### config.mk
export PLATFORM = sky130hd
export DESIGN_NAME = frp_repeater
export DESIGN_NICKNAME = d
export VERILOG_FILES = /design/src/hw/frp_pkg.sv /design/src/hw/frp_repeater.sv
export SDC_FILE = /design/constraint.sdc
export NUM_CORES = 1
export LEC_CHECK = 0
export ABC_AREA = 1
export BUFFER_PORTS_ARGS = -buffer_cell sky130_fd_sc_hd__buf_2
export CAP_MARGIN = 5
export CORE_MARGIN = 2
export CORE_UTILIZATION = 53
export DETAILED_ROUTE_END_ITERATION = 10
export HOLD_SLACK_MARGIN = 0.06
export PLACE_DENSITY = 0.72
export SYNTH_ARGS = -nofsm -noshare
export SYNTH_HDL_FRONTEND = slang
export SYNTH_SLANG_ARGS = --single-unit
### constraint.sdc
create_clock -name i_ref_clk -period 13.5 [get_ports i_ref_clk]
set_input_delay 1.35 -clock i_ref_clk [delete_from_list [all_inputs] [get_ports i_ref_clk]]
set_output_delay 1.35 -clock i_ref_clk [all_outputs]
set_load 0.005 [all_outputs]
### src/hw/frp_pkg.sv
// Package with constants, register map and types of the packet repeater.
package frp_pkg;

  // ------------------------------------------------------------------
  // Widths
  // ------------------------------------------------------------------
  localparam int ADDR_W = 8;
  localparam int ID_W = 8;
  localparam int DATA_W = 32;
  localparam int REG_AW = 5;

  // ------------------------------------------------------------------
  // Register byte offsets
  // ------------------------------------------------------------------
  localparam logic [REG_AW-1:0] OFF_CTRL = 5'h00;
  localparam logic [REG_AW-1:0] OFF_SLOTS = 5'h04;
  localparam logic [REG_AW-1:0] OFF_OWN = 5'h08;
  localparam logic [REG_AW-1:0] OFF_STAT = 5'h0C;
  localparam logic [REG_AW-1:0] OFF_MASK = 5'h10;
  localparam logic [REG_AW-1:0] OFF_IND = 5'h14;
  localparam logic [REG_AW-1:0] OFF_TXCMD = 5'h18;
  localparam logic [REG_AW-1:0] OFF_STATE = 5'h1C;

  // ------------------------------------------------------------------
  // Field positions
  // ------------------------------------------------------------------
  localparam int CTRL_REP = 0;
  localparam int CTRL_SNIFF = 1;
  localparam int CTRL_AMODE = 2;
  localparam int TXCMD_ID = 8;
  localparam int TXCMD_ACK = 16;
  localparam int IND_DST = 8;
  localparam int STATE_HOSTP = 4;
  localparam int STATE_REP = 5;
  localparam int STATE_SNIFF = 6;

  // Sticky status bits, same layout in the mask register.
  localparam int NSTAT = 4;
  localparam int ST_FWD = 0;
  localparam int ST_DLV = 1;
  localparam int ST_CONFLICT = 2;
  localparam int ST_DROP = 3;

  // ------------------------------------------------------------------
  // Reset values and codes
  // ------------------------------------------------------------------
  localparam logic [ADDR_W-1:0] SLOTS_RST = 8'h08;
  localparam logic [ADDR_W-1:0] OWN_RST = 8'h01;
  localparam logic [ADDR_W-1:0] BCAST = 8'hFF;
  localparam logic [1:0] AMODE_DST_ONLY = 2'h0;
  localparam logic [15:0] LFSR_SEED = 16'hACE1;

  // ------------------------------------------------------------------
  // Timing: one delay slot, rounded up to whole clock cycles
  // ------------------------------------------------------------------
  localparam int CLK_PERIOD_NS = 8;
  localparam int SLOT_TIME_NS = 1000;
  localparam int SLOT_CYCLES = (SLOT_TIME_NS + CLK_PERIOD_NS - 1)
                               / CLK_PERIOD_NS;
  localparam int CYC_W = $clog2(SLOT_CYCLES);

  // ------------------------------------------------------------------
  // Sequencer states
  // ------------------------------------------------------------------
  typedef enum logic [2:0] {
    FRP_IDLE,
    FRP_DELAY,
    FRP_CCA,
    FRP_SEND,
    FRP_WAIT
  } frp_state_t;

endpackage

### src/hw/frp_repeater.sv
// Flooding packet repeater with register port and interrupt.
`timescale 1ns/1ns

module frp_repeater #(
  parameter int DEPTH = 16
) (
  input wire logic i_ref_clk,
  input wire logic i_resetn,
  input wire logic [frp_pkg::REG_AW-1:0] i_addr,
  input wire logic [frp_pkg::DATA_W-1:0] i_wdata,
  input wire logic i_wr,
  input wire logic i_rd,
  output logic [frp_pkg::DATA_W-1:0] o_rdata,
  output logic o_irq,
  input wire logic i_rx_valid,
  input wire logic [frp_pkg::ADDR_W-1:0] i_rx_src,
  input wire logic [frp_pkg::ADDR_W-1:0] i_rx_dst,
  input wire logic [frp_pkg::ID_W-1:0] i_rx_id,
  input wire logic i_rx_ack_req,
  input wire logic i_chan_busy,
  input wire logic i_tx_done,
  output logic o_rx_enable,
  output logic o_sniff_en,
  output logic o_tx_start,
  output logic [frp_pkg::ADDR_W-1:0] o_tx_src,
  output logic [frp_pkg::ADDR_W-1:0] o_tx_dst,
  output logic [frp_pkg::ID_W-1:0] o_tx_id,
  output logic o_tx_ack_req,
  output logic o_ack_start,
  output logic [frp_pkg::ADDR_W-1:0] o_ack_dst,
  output logic o_dlv_valid,
  output logic [frp_pkg::ADDR_W-1:0] o_dlv_src,
  output logic [frp_pkg::ID_W-1:0] o_dlv_id,
  output logic o_ind_valid,
  output logic [frp_pkg::ADDR_W-1:0] o_ind_src,
  output logic [frp_pkg::ADDR_W-1:0] o_ind_dst
);

  localparam int AW = frp_pkg::ADDR_W;
  localparam int IW = frp_pkg::ID_W;
  localparam int ENT_W = AW + IW;
  localparam int PTR_W = (DEPTH > 1) ? $clog2(DEPTH) : 1;
  localparam logic [PTR_W-1:0] PTR_LAST = PTR_W'(DEPTH - 1);
  localparam logic [frp_pkg::CYC_W-1:0] CYC_LAST =
    frp_pkg::CYC_W'(frp_pkg::SLOT_CYCLES - 1);

  // ------------------------------------------------------------------
  // State record
  // ------------------------------------------------------------------
  typedef struct packed {
    frp_pkg::frp_state_t st;
    logic rep_en, sniff_en;
    logic [1:0] amode;
    logic [AW-1:0] slots, own;
    logic [frp_pkg::NSTAT-1:0] stat, mask;
    logic [AW-1:0] ind_src, ind_dst;
    logic [AW-1:0] p_src, p_dst;
    logic [IW-1:0] p_id;
    logic p_ack, p_fwd;
    logic host_pend;
    logic [AW-1:0] h_dst;
    logic [IW-1:0] h_id;
    logic h_ack;
    logic [AW-1:0] slot_cnt;
    logic [frp_pkg::CYC_W-1:0] cyc_cnt;
    logic [15:0] lfsr;
    logic [DEPTH-1:0][ENT_W-1:0] tbl;
    logic [DEPTH-1:0] tvld;
    logic [PTR_W-1:0] wptr;
    logic [frp_pkg::DATA_W-1:0] rdata;
    logic irq;
    logic tx_start, ack_start;
    logic [AW-1:0] ack_dst;
    logic dlv_valid;
    logic [AW-1:0] dlv_src;
    logic [IW-1:0] dlv_id;
    logic ind_valid;
  } frp_regs_t;

  frp_regs_t s_reg;
  frp_regs_t s_next;

  // ------------------------------------------------------------------
  // Helpers
  // ------------------------------------------------------------------
  // Draws a slot below the slot count; a count of zero acts as one slot.
  function automatic logic [AW-1:0] pick_slot(input logic [15:0] rnd,
                                               input logic [AW-1:0] n);
    logic [AW-1:0] d;
    d = (n == '0) ? AW'(1) : n;
    return rnd[AW-1:0] % d;
  endfunction

  // True when the sender and identifier pair sits in the history table.
  function automatic logic seen(input logic [DEPTH-1:0][ENT_W-1:0] t,
                                input logic [DEPTH-1:0] v,
                                input logic [ENT_W-1:0] key);
    logic hit;
    hit = 1'b0;
    for (int i = 0; i < DEPTH; i++) begin
      if (v[i] && t[i] == key) begin
        hit = 1'b1;
      end
    end
    return hit;
  endfunction

  // ------------------------------------------------------------------
  // Next state
  // ------------------------------------------------------------------
  // One process computes register port, reception path and sequencer.
  always_comb begin
    logic [frp_pkg::NSTAT-1:0] set_v;
    logic [frp_pkg::NSTAT-1:0] clr_v;
    logic [ENT_W-1:0] key;
    logic to_me;
    logic want_fwd;
    set_v = '0;
    clr_v = '0;
    key = {i_rx_src, i_rx_id};
    to_me = (i_rx_dst == s_reg.own) || (i_rx_dst == frp_pkg::BCAST);
    want_fwd = s_reg.rep_en && (i_rx_dst != s_reg.own) &&
               (i_rx_src != s_reg.own);
    s_next = s_reg;
    s_next.tx_start = 1'b0;
    s_next.ack_start = 1'b0;
    s_next.dlv_valid = 1'b0;
    s_next.ind_valid = 1'b0;
    s_next.rdata = '0;
    s_next.lfsr = {s_reg.lfsr[14:0],
                   s_reg.lfsr[15] ^ s_reg.lfsr[13] ^
                   s_reg.lfsr[12] ^ s_reg.lfsr[10]};

    // Register writes; the clear of a sticky bit loses to a new event.
    if (i_wr) begin
      case (i_addr)
        frp_pkg::OFF_CTRL: begin
          s_next.rep_en = i_wdata[frp_pkg::CTRL_REP];
          s_next.amode = i_wdata[frp_pkg::CTRL_AMODE +: 2];
          // A sniffer request beside repeating is refused and flagged.
          s_next.sniff_en = i_wdata[frp_pkg::CTRL_SNIFF] &
                            ~i_wdata[frp_pkg::CTRL_REP];
          set_v[frp_pkg::ST_CONFLICT] = i_wdata[frp_pkg::CTRL_SNIFF] &
                                        i_wdata[frp_pkg::CTRL_REP];
        end
        frp_pkg::OFF_SLOTS: s_next.slots = i_wdata[AW-1:0];
        frp_pkg::OFF_OWN: s_next.own = i_wdata[AW-1:0];
        frp_pkg::OFF_STAT: clr_v = i_wdata[frp_pkg::NSTAT-1:0];
        frp_pkg::OFF_MASK: s_next.mask = i_wdata[frp_pkg::NSTAT-1:0];
        frp_pkg::OFF_TXCMD: begin
          // Host send request; a second one while pending is ignored.
          if (!s_reg.host_pend) begin
            s_next.host_pend = 1'b1;
            s_next.h_dst = i_wdata[AW-1:0];
            s_next.h_id = i_wdata[frp_pkg::TXCMD_ID +: IW];
            s_next.h_ack = i_wdata[frp_pkg::TXCMD_ACK];
          end
        end
        default: ;
      endcase
    end

    // Register reads; data stand in the following cycle only.
    if (i_rd) begin
      case (i_addr)
        frp_pkg::OFF_CTRL: begin
          s_next.rdata[frp_pkg::CTRL_REP] = s_reg.rep_en;
          s_next.rdata[frp_pkg::CTRL_SNIFF] = s_reg.sniff_en;
          s_next.rdata[frp_pkg::CTRL_AMODE +: 2] = s_reg.amode;
        end
        frp_pkg::OFF_SLOTS: s_next.rdata[AW-1:0] = s_reg.slots;
        frp_pkg::OFF_OWN: s_next.rdata[AW-1:0] = s_reg.own;
        frp_pkg::OFF_STAT: s_next.rdata[frp_pkg::NSTAT-1:0] = s_reg.stat;
        frp_pkg::OFF_MASK: s_next.rdata[frp_pkg::NSTAT-1:0] = s_reg.mask;
        frp_pkg::OFF_IND: begin
          s_next.rdata[AW-1:0] = s_reg.ind_src;
          s_next.rdata[frp_pkg::IND_DST +: AW] = s_reg.ind_dst;
        end
        frp_pkg::OFF_STATE: begin
          s_next.rdata[2:0] = s_reg.st;
          s_next.rdata[frp_pkg::STATE_HOSTP] = s_reg.host_pend;
          s_next.rdata[frp_pkg::STATE_REP] = s_reg.rep_en;
          s_next.rdata[frp_pkg::STATE_SNIFF] = s_reg.sniff_en;
        end
        default: s_next.rdata = '0;
      endcase
    end

    // Reception: deliver own and broadcast packets, acknowledge if allowed.
    if (i_rx_valid) begin
      if (to_me || s_reg.sniff_en) begin
        s_next.dlv_valid = 1'b1;
        s_next.dlv_src = i_rx_src;
        s_next.dlv_id = i_rx_id;
        set_v[frp_pkg::ST_DLV] = 1'b1;
      end
      // Acknowledge requests are ignored entirely while repeating.
      if (!s_reg.rep_en && i_rx_dst == s_reg.own && i_rx_ack_req) begin
        s_next.ack_start = 1'b1;
        s_next.ack_dst = i_rx_src;
      end
      if (want_fwd) begin
        if (seen(s_reg.tbl, s_reg.tvld, key)) begin
          set_v[frp_pkg::ST_DROP] = 1'b1;
        end else if (s_reg.st != frp_pkg::FRP_IDLE) begin
          // Only one forward is held; a busy repeater loses the packet.
          set_v[frp_pkg::ST_DROP] = 1'b1;
        end else begin
          // Entered at capture so copies arriving during the wait drop.
          s_next.tbl[s_reg.wptr] = key;
          s_next.tvld[s_reg.wptr] = 1'b1;
          s_next.wptr = (s_reg.wptr == PTR_LAST) ? '0 :
                        s_reg.wptr + 1'b1;
          s_next.p_src = i_rx_src;
          s_next.p_dst = i_rx_dst;
          s_next.p_id = i_rx_id;
          s_next.p_ack = 1'b0;
          s_next.p_fwd = 1'b1;
          s_next.slot_cnt = pick_slot(s_reg.lfsr, s_reg.slots);
          s_next.cyc_cnt = CYC_LAST;
          s_next.st = frp_pkg::FRP_DELAY;
        end
      end
    end

    // Sequencer: random wait, channel check, send, completion.
    case (s_reg.st)
      frp_pkg::FRP_IDLE: begin
        if (s_next.st == frp_pkg::FRP_IDLE && s_reg.host_pend) begin
          s_next.host_pend = 1'b0;
          s_next.p_src = s_reg.own;
          s_next.p_dst = s_reg.h_dst;
          s_next.p_id = s_reg.h_id;
          s_next.p_ack = s_reg.h_ack;
          s_next.p_fwd = 1'b0;
          s_next.st = frp_pkg::FRP_CCA;
        end
      end
      frp_pkg::FRP_DELAY: begin
        if (s_reg.cyc_cnt != '0) begin
          s_next.cyc_cnt = s_reg.cyc_cnt - 1'b1;
        end else if (s_reg.slot_cnt != '0) begin
          s_next.slot_cnt = s_reg.slot_cnt - 1'b1;
          s_next.cyc_cnt = CYC_LAST;
        end else begin
          s_next.st = frp_pkg::FRP_CCA;
        end
      end
      frp_pkg::FRP_CCA: begin
        // A busy channel draws a fresh delay rather than waiting in line.
        if (i_chan_busy) begin
          s_next.slot_cnt = pick_slot(s_reg.lfsr, s_reg.slots);
          s_next.cyc_cnt = CYC_LAST;
          s_next.st = frp_pkg::FRP_DELAY;
        end else begin
          s_next.st = frp_pkg::FRP_SEND;
        end
      end
      frp_pkg::FRP_SEND: begin
        s_next.tx_start = 1'b1;
        s_next.st = frp_pkg::FRP_WAIT;
      end
      frp_pkg::FRP_WAIT: begin
        if (i_tx_done) begin
          s_next.st = frp_pkg::FRP_IDLE;
          if (s_reg.p_fwd) begin
            s_next.ind_valid = 1'b1;
            set_v[frp_pkg::ST_FWD] = 1'b1;
            s_next.ind_dst = s_reg.p_dst;
            s_next.ind_src = (s_reg.amode == frp_pkg::AMODE_DST_ONLY) ?
                             '0 : s_reg.p_src;
          end
        end
      end
      default: s_next.st = frp_pkg::FRP_IDLE;
    endcase

    s_next.stat = (s_reg.stat & ~clr_v) | set_v;
    s_next.irq = |(s_next.stat & s_next.mask);
  end

  // ------------------------------------------------------------------
  // State register
  // ------------------------------------------------------------------
  // Asynchronous reset to constants; everything else on the clock.
  always_ff @(posedge i_ref_clk or negedge i_resetn) begin
    if (!i_resetn) begin
      s_reg <= '0;
      s_reg.st <= frp_pkg::FRP_IDLE;
      s_reg.slots <= frp_pkg::SLOTS_RST;
      s_reg.own <= frp_pkg::OWN_RST;
      s_reg.lfsr <= frp_pkg::LFSR_SEED;
    end else begin
      s_reg <= s_next;
    end
  end

  // ------------------------------------------------------------------
  // Outputs, all but the constant receiver enable straight from the state record
  // ------------------------------------------------------------------
  assign o_rdata = s_reg.rdata;
  assign o_irq = s_reg.irq;
  // The receiver is never switched off, so repeating always listens.
  assign o_rx_enable = 1'b1;
  assign o_sniff_en = s_reg.sniff_en;
  assign o_tx_start = s_reg.tx_start;
  assign o_tx_src = s_reg.p_src;
  assign o_tx_dst = s_reg.p_dst;
  assign o_tx_id = s_reg.p_id;
  assign o_tx_ack_req = s_reg.p_ack;
  assign o_ack_start = s_reg.ack_start;
  assign o_ack_dst = s_reg.ack_dst;
  assign o_dlv_valid = s_reg.dlv_valid;
  assign o_dlv_src = s_reg.dlv_src;
  assign o_dlv_id = s_reg.dlv_id;
  assign o_ind_valid = s_reg.ind_valid;
  assign o_ind_src = s_reg.ind_src;
  assign o_ind_dst = s_reg.ind_dst;

endmodule

==> flow_metrics.env <==
export IMPL_synthFlopType="dfrtp_1"
export IMPL_netlist_area_leader_share_pct=46.2
export IMPL_status="completed"
export IMPL_skew_ns=0.0225
export IMPL_tritoncts="done"
export IMPL_setup_violations=0
export IMPL_startpoint_type="register"
export IMPL_grt_ovfl_total=0
export IMPL_track_usage_pct=26.8
export IMPL_final_max_slew_viol_count=0
export IMPL_via_per_inst=5.51
export IMPL_fmax_ghz=0.0832
export IMPL_first_global_vias=18100
export IMPL_grt_pass1_wl_um=98200
export IMPL_yosysWarnings=0
export IMPL_first_pass_iters=6
export IMPL_critPathKind="reg -> reg"
export IMPL_cp_common_cell="nand2_1"
export IMPL_grt_max_degree=164
export IMPL_yosysTopAreaCell="dfrtp_1"
export IMPL_cts_resized_gates=0
export IMPL_ant_nets=0
export IMPL_htreeDepth=2
export IMPL_drive_gt1_share_pct=10.6
export IMPL_antenna_found_initial=2
export IMPL_cts_sinks=443
export IMPL_synthMuxAreaShare_pct=0.432
export IMPL_die_area_um2=45900
export IMPL_worstMarginPinSlew_ns=1.10
export IMPL_synth_area_um2=23400
export IMPL_ys_seq_area_share_pct=47.4
export IMPL_routabilityCongestion=0.904
export IMPL_clockRootBuffer="clkbuf_16"
export IMPL_fillers=3977
export IMPL_numPortBuffers=140
export IMPL_syn_to_final_growth_pct=7.20
export IMPL_wirelength_met1_um=27500
export IMPL_cts_hold_buffers=0
export IMPL_cp_end_kind="register"
export IMPL_hold_path_class="reg -> reg"
export IMPL_rows=77
export IMPL_yosys_top_cells_area="dfrtp_1 (46%), nand2_1 (13%), o21ai_1 (6.5%)"
export IMPL_core_area_um2=43900
export IMPL_vias=19500
export IMPL_avgRoutedWirePerCell_um=17.5
export IMPL_postSynthCellCount=2943
export IMPL_fin_crit_sh_pct=89.0
export IMPL_synth_adder_area_share_pct=2.38
export IMPL_max_stage_delay_ns=0.48
export IMPL_yosysUniqueCellTypes=47
export IMPL_dp_hpwl_um=39500
export IMPL_start_util_pct=53.3
export IMPL_clk_latency_ns=0.59
export IMPL_dp_slack_ns=1.80
export IMPL_crit_fanout=10
export IMPL_synth_top_family_by_area="simple AND/OR/NAND/NOR gates"
export IMPL_post_route_min_period_ns=12.02
export IMPL_whs_ns=0.352
export IMPL_dr_max_layer_used="met4"
export IMPL_hold_viol_final=0
export IMPL_cts_setup_buffers=0
export IMPL_synthArstFlopShare_pct=100
export IMPL_final_setup_worst_slack_ns=1.48
export IMPL_regArea_um2=11100
export IMPL_wl_met2_um=28700
export IMPL_synthSimpleGateAreaFrac_pct=21.5
export IMPL_clk_path_buf_depth=3
export IMPL_nets=3022
export IMPL_multi_input_area_um2=10000
export IMPL_syn_mean_instance_area_um2=7.96
export IMPL_crit_required_ns=14.01
export IMPL_maxCapViolCount=0
export IMPL_drt_total_wl_um=62000
export IMPL_largest_reg_flops=341
export IMPL_synth_compound_area_share_pct=13.7
export IMPL_fp_dieH_um=214
export IMPL_clk_pin_slew_worst_paths_ns=0.06
export IMPL_route_detailed_drc=0
export IMPL_synth_edf_count=0
export IMPL_ys_ff_latch=443
export IMPL_fin_setup_tns_ns=0
export IMPL_synth_xor_area_share_pct=4.60
export IMPL_numCtsBuffers=47
export IMPL_drt_iter0_markers=2244
export IMPL_die_w_um=214
export IMPL_wl_met3_um=4170
export IMPL_max_slew_margin_pct=27.0
export IMPL_crit_arrival_ns=12.52
export IMPL_io_pins=173
export IMPL_rsz0062_at_grt="no"
export IMPL_crit_path_top_delay_cell="o21ai_0"
final timing paths:
| path | startpoint | slack (ns) | depth (start not counted) | endpoint |
|---|---|---|---|---|
| min reg2reg | s_next[347]$_DFF_PN0_ | 0.35 | 0 | s_next[348]$_DFF_PN1_ |
| max in group asynchronous | i_resetn | 10.48 | 3 | s_reg[434]$_DFF_PN0_ |
| min | s_next[347]$_DFF_PN0_ | 0.35 | 0 | s_next[348]$_DFF_PN1_ |
| min in group asynchronous | i_resetn | 0.79 | 1 | o_dlv_valid$_DFF_PN0_ |
| max reg2reg | s_reg[450]$_DFFE_PN0P_ | 1.48 | 68 | s_reg[361]$_DFF_PN0_ |
| max | s_reg[450]$_DFFE_PN0P_ | 1.48 | 68 | s_reg[361]$_DFF_PN0_ |
stage by stage:
step	instances	util, %	instance area [um2]
floorplan	2958	-	23500
global placement	3452	53.6	23600
detailed placement	3452	53.6	23600
CTS	3538	57.2	25100
global route	3540	57.2	25100
finish	3540	57.2	25100
synth_stat cells, types with 4 or more instances:
| cell | instances |
|---|---|
| nand2_1 | 815 |
| dfrtp_1 | 433 |
| o21ai_1 | 305 |
| nor2_1 | 207 |
| inv_1 | 204 |
| o21ai_0 | 163 |
| buf_4 | 116 |
| nand3_1 | 107 |
| xor2_1 | 90 |
| buf_2 | 69 |
| clkbuf_1 | 59 |
| a21oi_1 | 48 |
| ha_1 | 43 |
| o22ai_1 | 34 |
| inv_2 | 33 |
| xnor2_1 | 33 |
| nor3_1 | 31 |
| or2_2 | 26 |
| a31oi_1 | 18 |
| nand4_1 | 17 |
| o211ai_1 | 12 |
| dfstp_2 | 10 |
| mux2_2 | 9 |
| a221oi_1 | 6 |
| a22oi_1 | 6 |
| nand2_2 | 4 |
| nand3b_1 | 4 |
| nor4_1 | 4 |
| o21bai_1 | 4 |
layout by cell type (no fill, tap or decap), drive strengths merged:
cell and instances:
a211oi 2, a21oi 48, a221oi 6, a22oi 6
a311oi 1, a31oi 18, a41oi 1, and2 3
buf 148, bufinv 2, clkbuf 74, clkinv 9
clkinvlp 1, conb 17, dfrtp 433, dfstp 10
diode 2, fa 1, ha 43, inv 239
mux2 9, nand2 819, nand3 110, nand3b 4
nand4 17, nor2 212, nor3 32, nor4 4
o211ai 12, o21ai 468, o21bai 4, o221ai 3
o22ai 34, o31ai 3, or2 30, xnor2 33
xor2 90
routing by layer:
layer / up-vias / global-route usage, %
li1: 9347 / -
met1: 9351 / 37.3
met2: 722 / 43.8
met3: 100 / 3.66
met4: 0 / 8.26
met5: - / 0
worst max-delay path, delay by kind of cell, from the launching register on:
| family | cells | cell delay, ns |
|---|---|---|
| buf+inv | 10 | 1.06 |
| compound gates | 9 | 1.76 |
| flops | 1 | 0.44 |
| simple gates | 41 | 6.20 |
| fa+ha+maj | 8 | 2.48 |
layout make-up:
class / instances / area share (%)
sequential: 443 / 44.2
antenna: 2 / 0.0199
tap: 592 / 2.95
timing repair buffer: 148 / 3.12
multi-input combinational: 2030 / 40.0
clock buffer: 74 / 5.64
clock inverter: 12 / 0.523
inverter: 239 / 3.57
logic make-up after synthesis:
| logic type | count (synthesis) |
|---|---|
| AND/OR/NAND/NOR | 1231 |
| AO/OA/AOI/OAI | 606 |
| buffers and inverters | 485 |
| flip-flops | 443 |
| XOR/XNOR | 123 |
| adder cells (fa/ha/maj) | 44 |
| multiplexers | 9 |
| other | 2 |
Power is left out: the tool's default activity adds up to more than one toggle a clock period on the data nets, which glitch-free logic cannot reach.
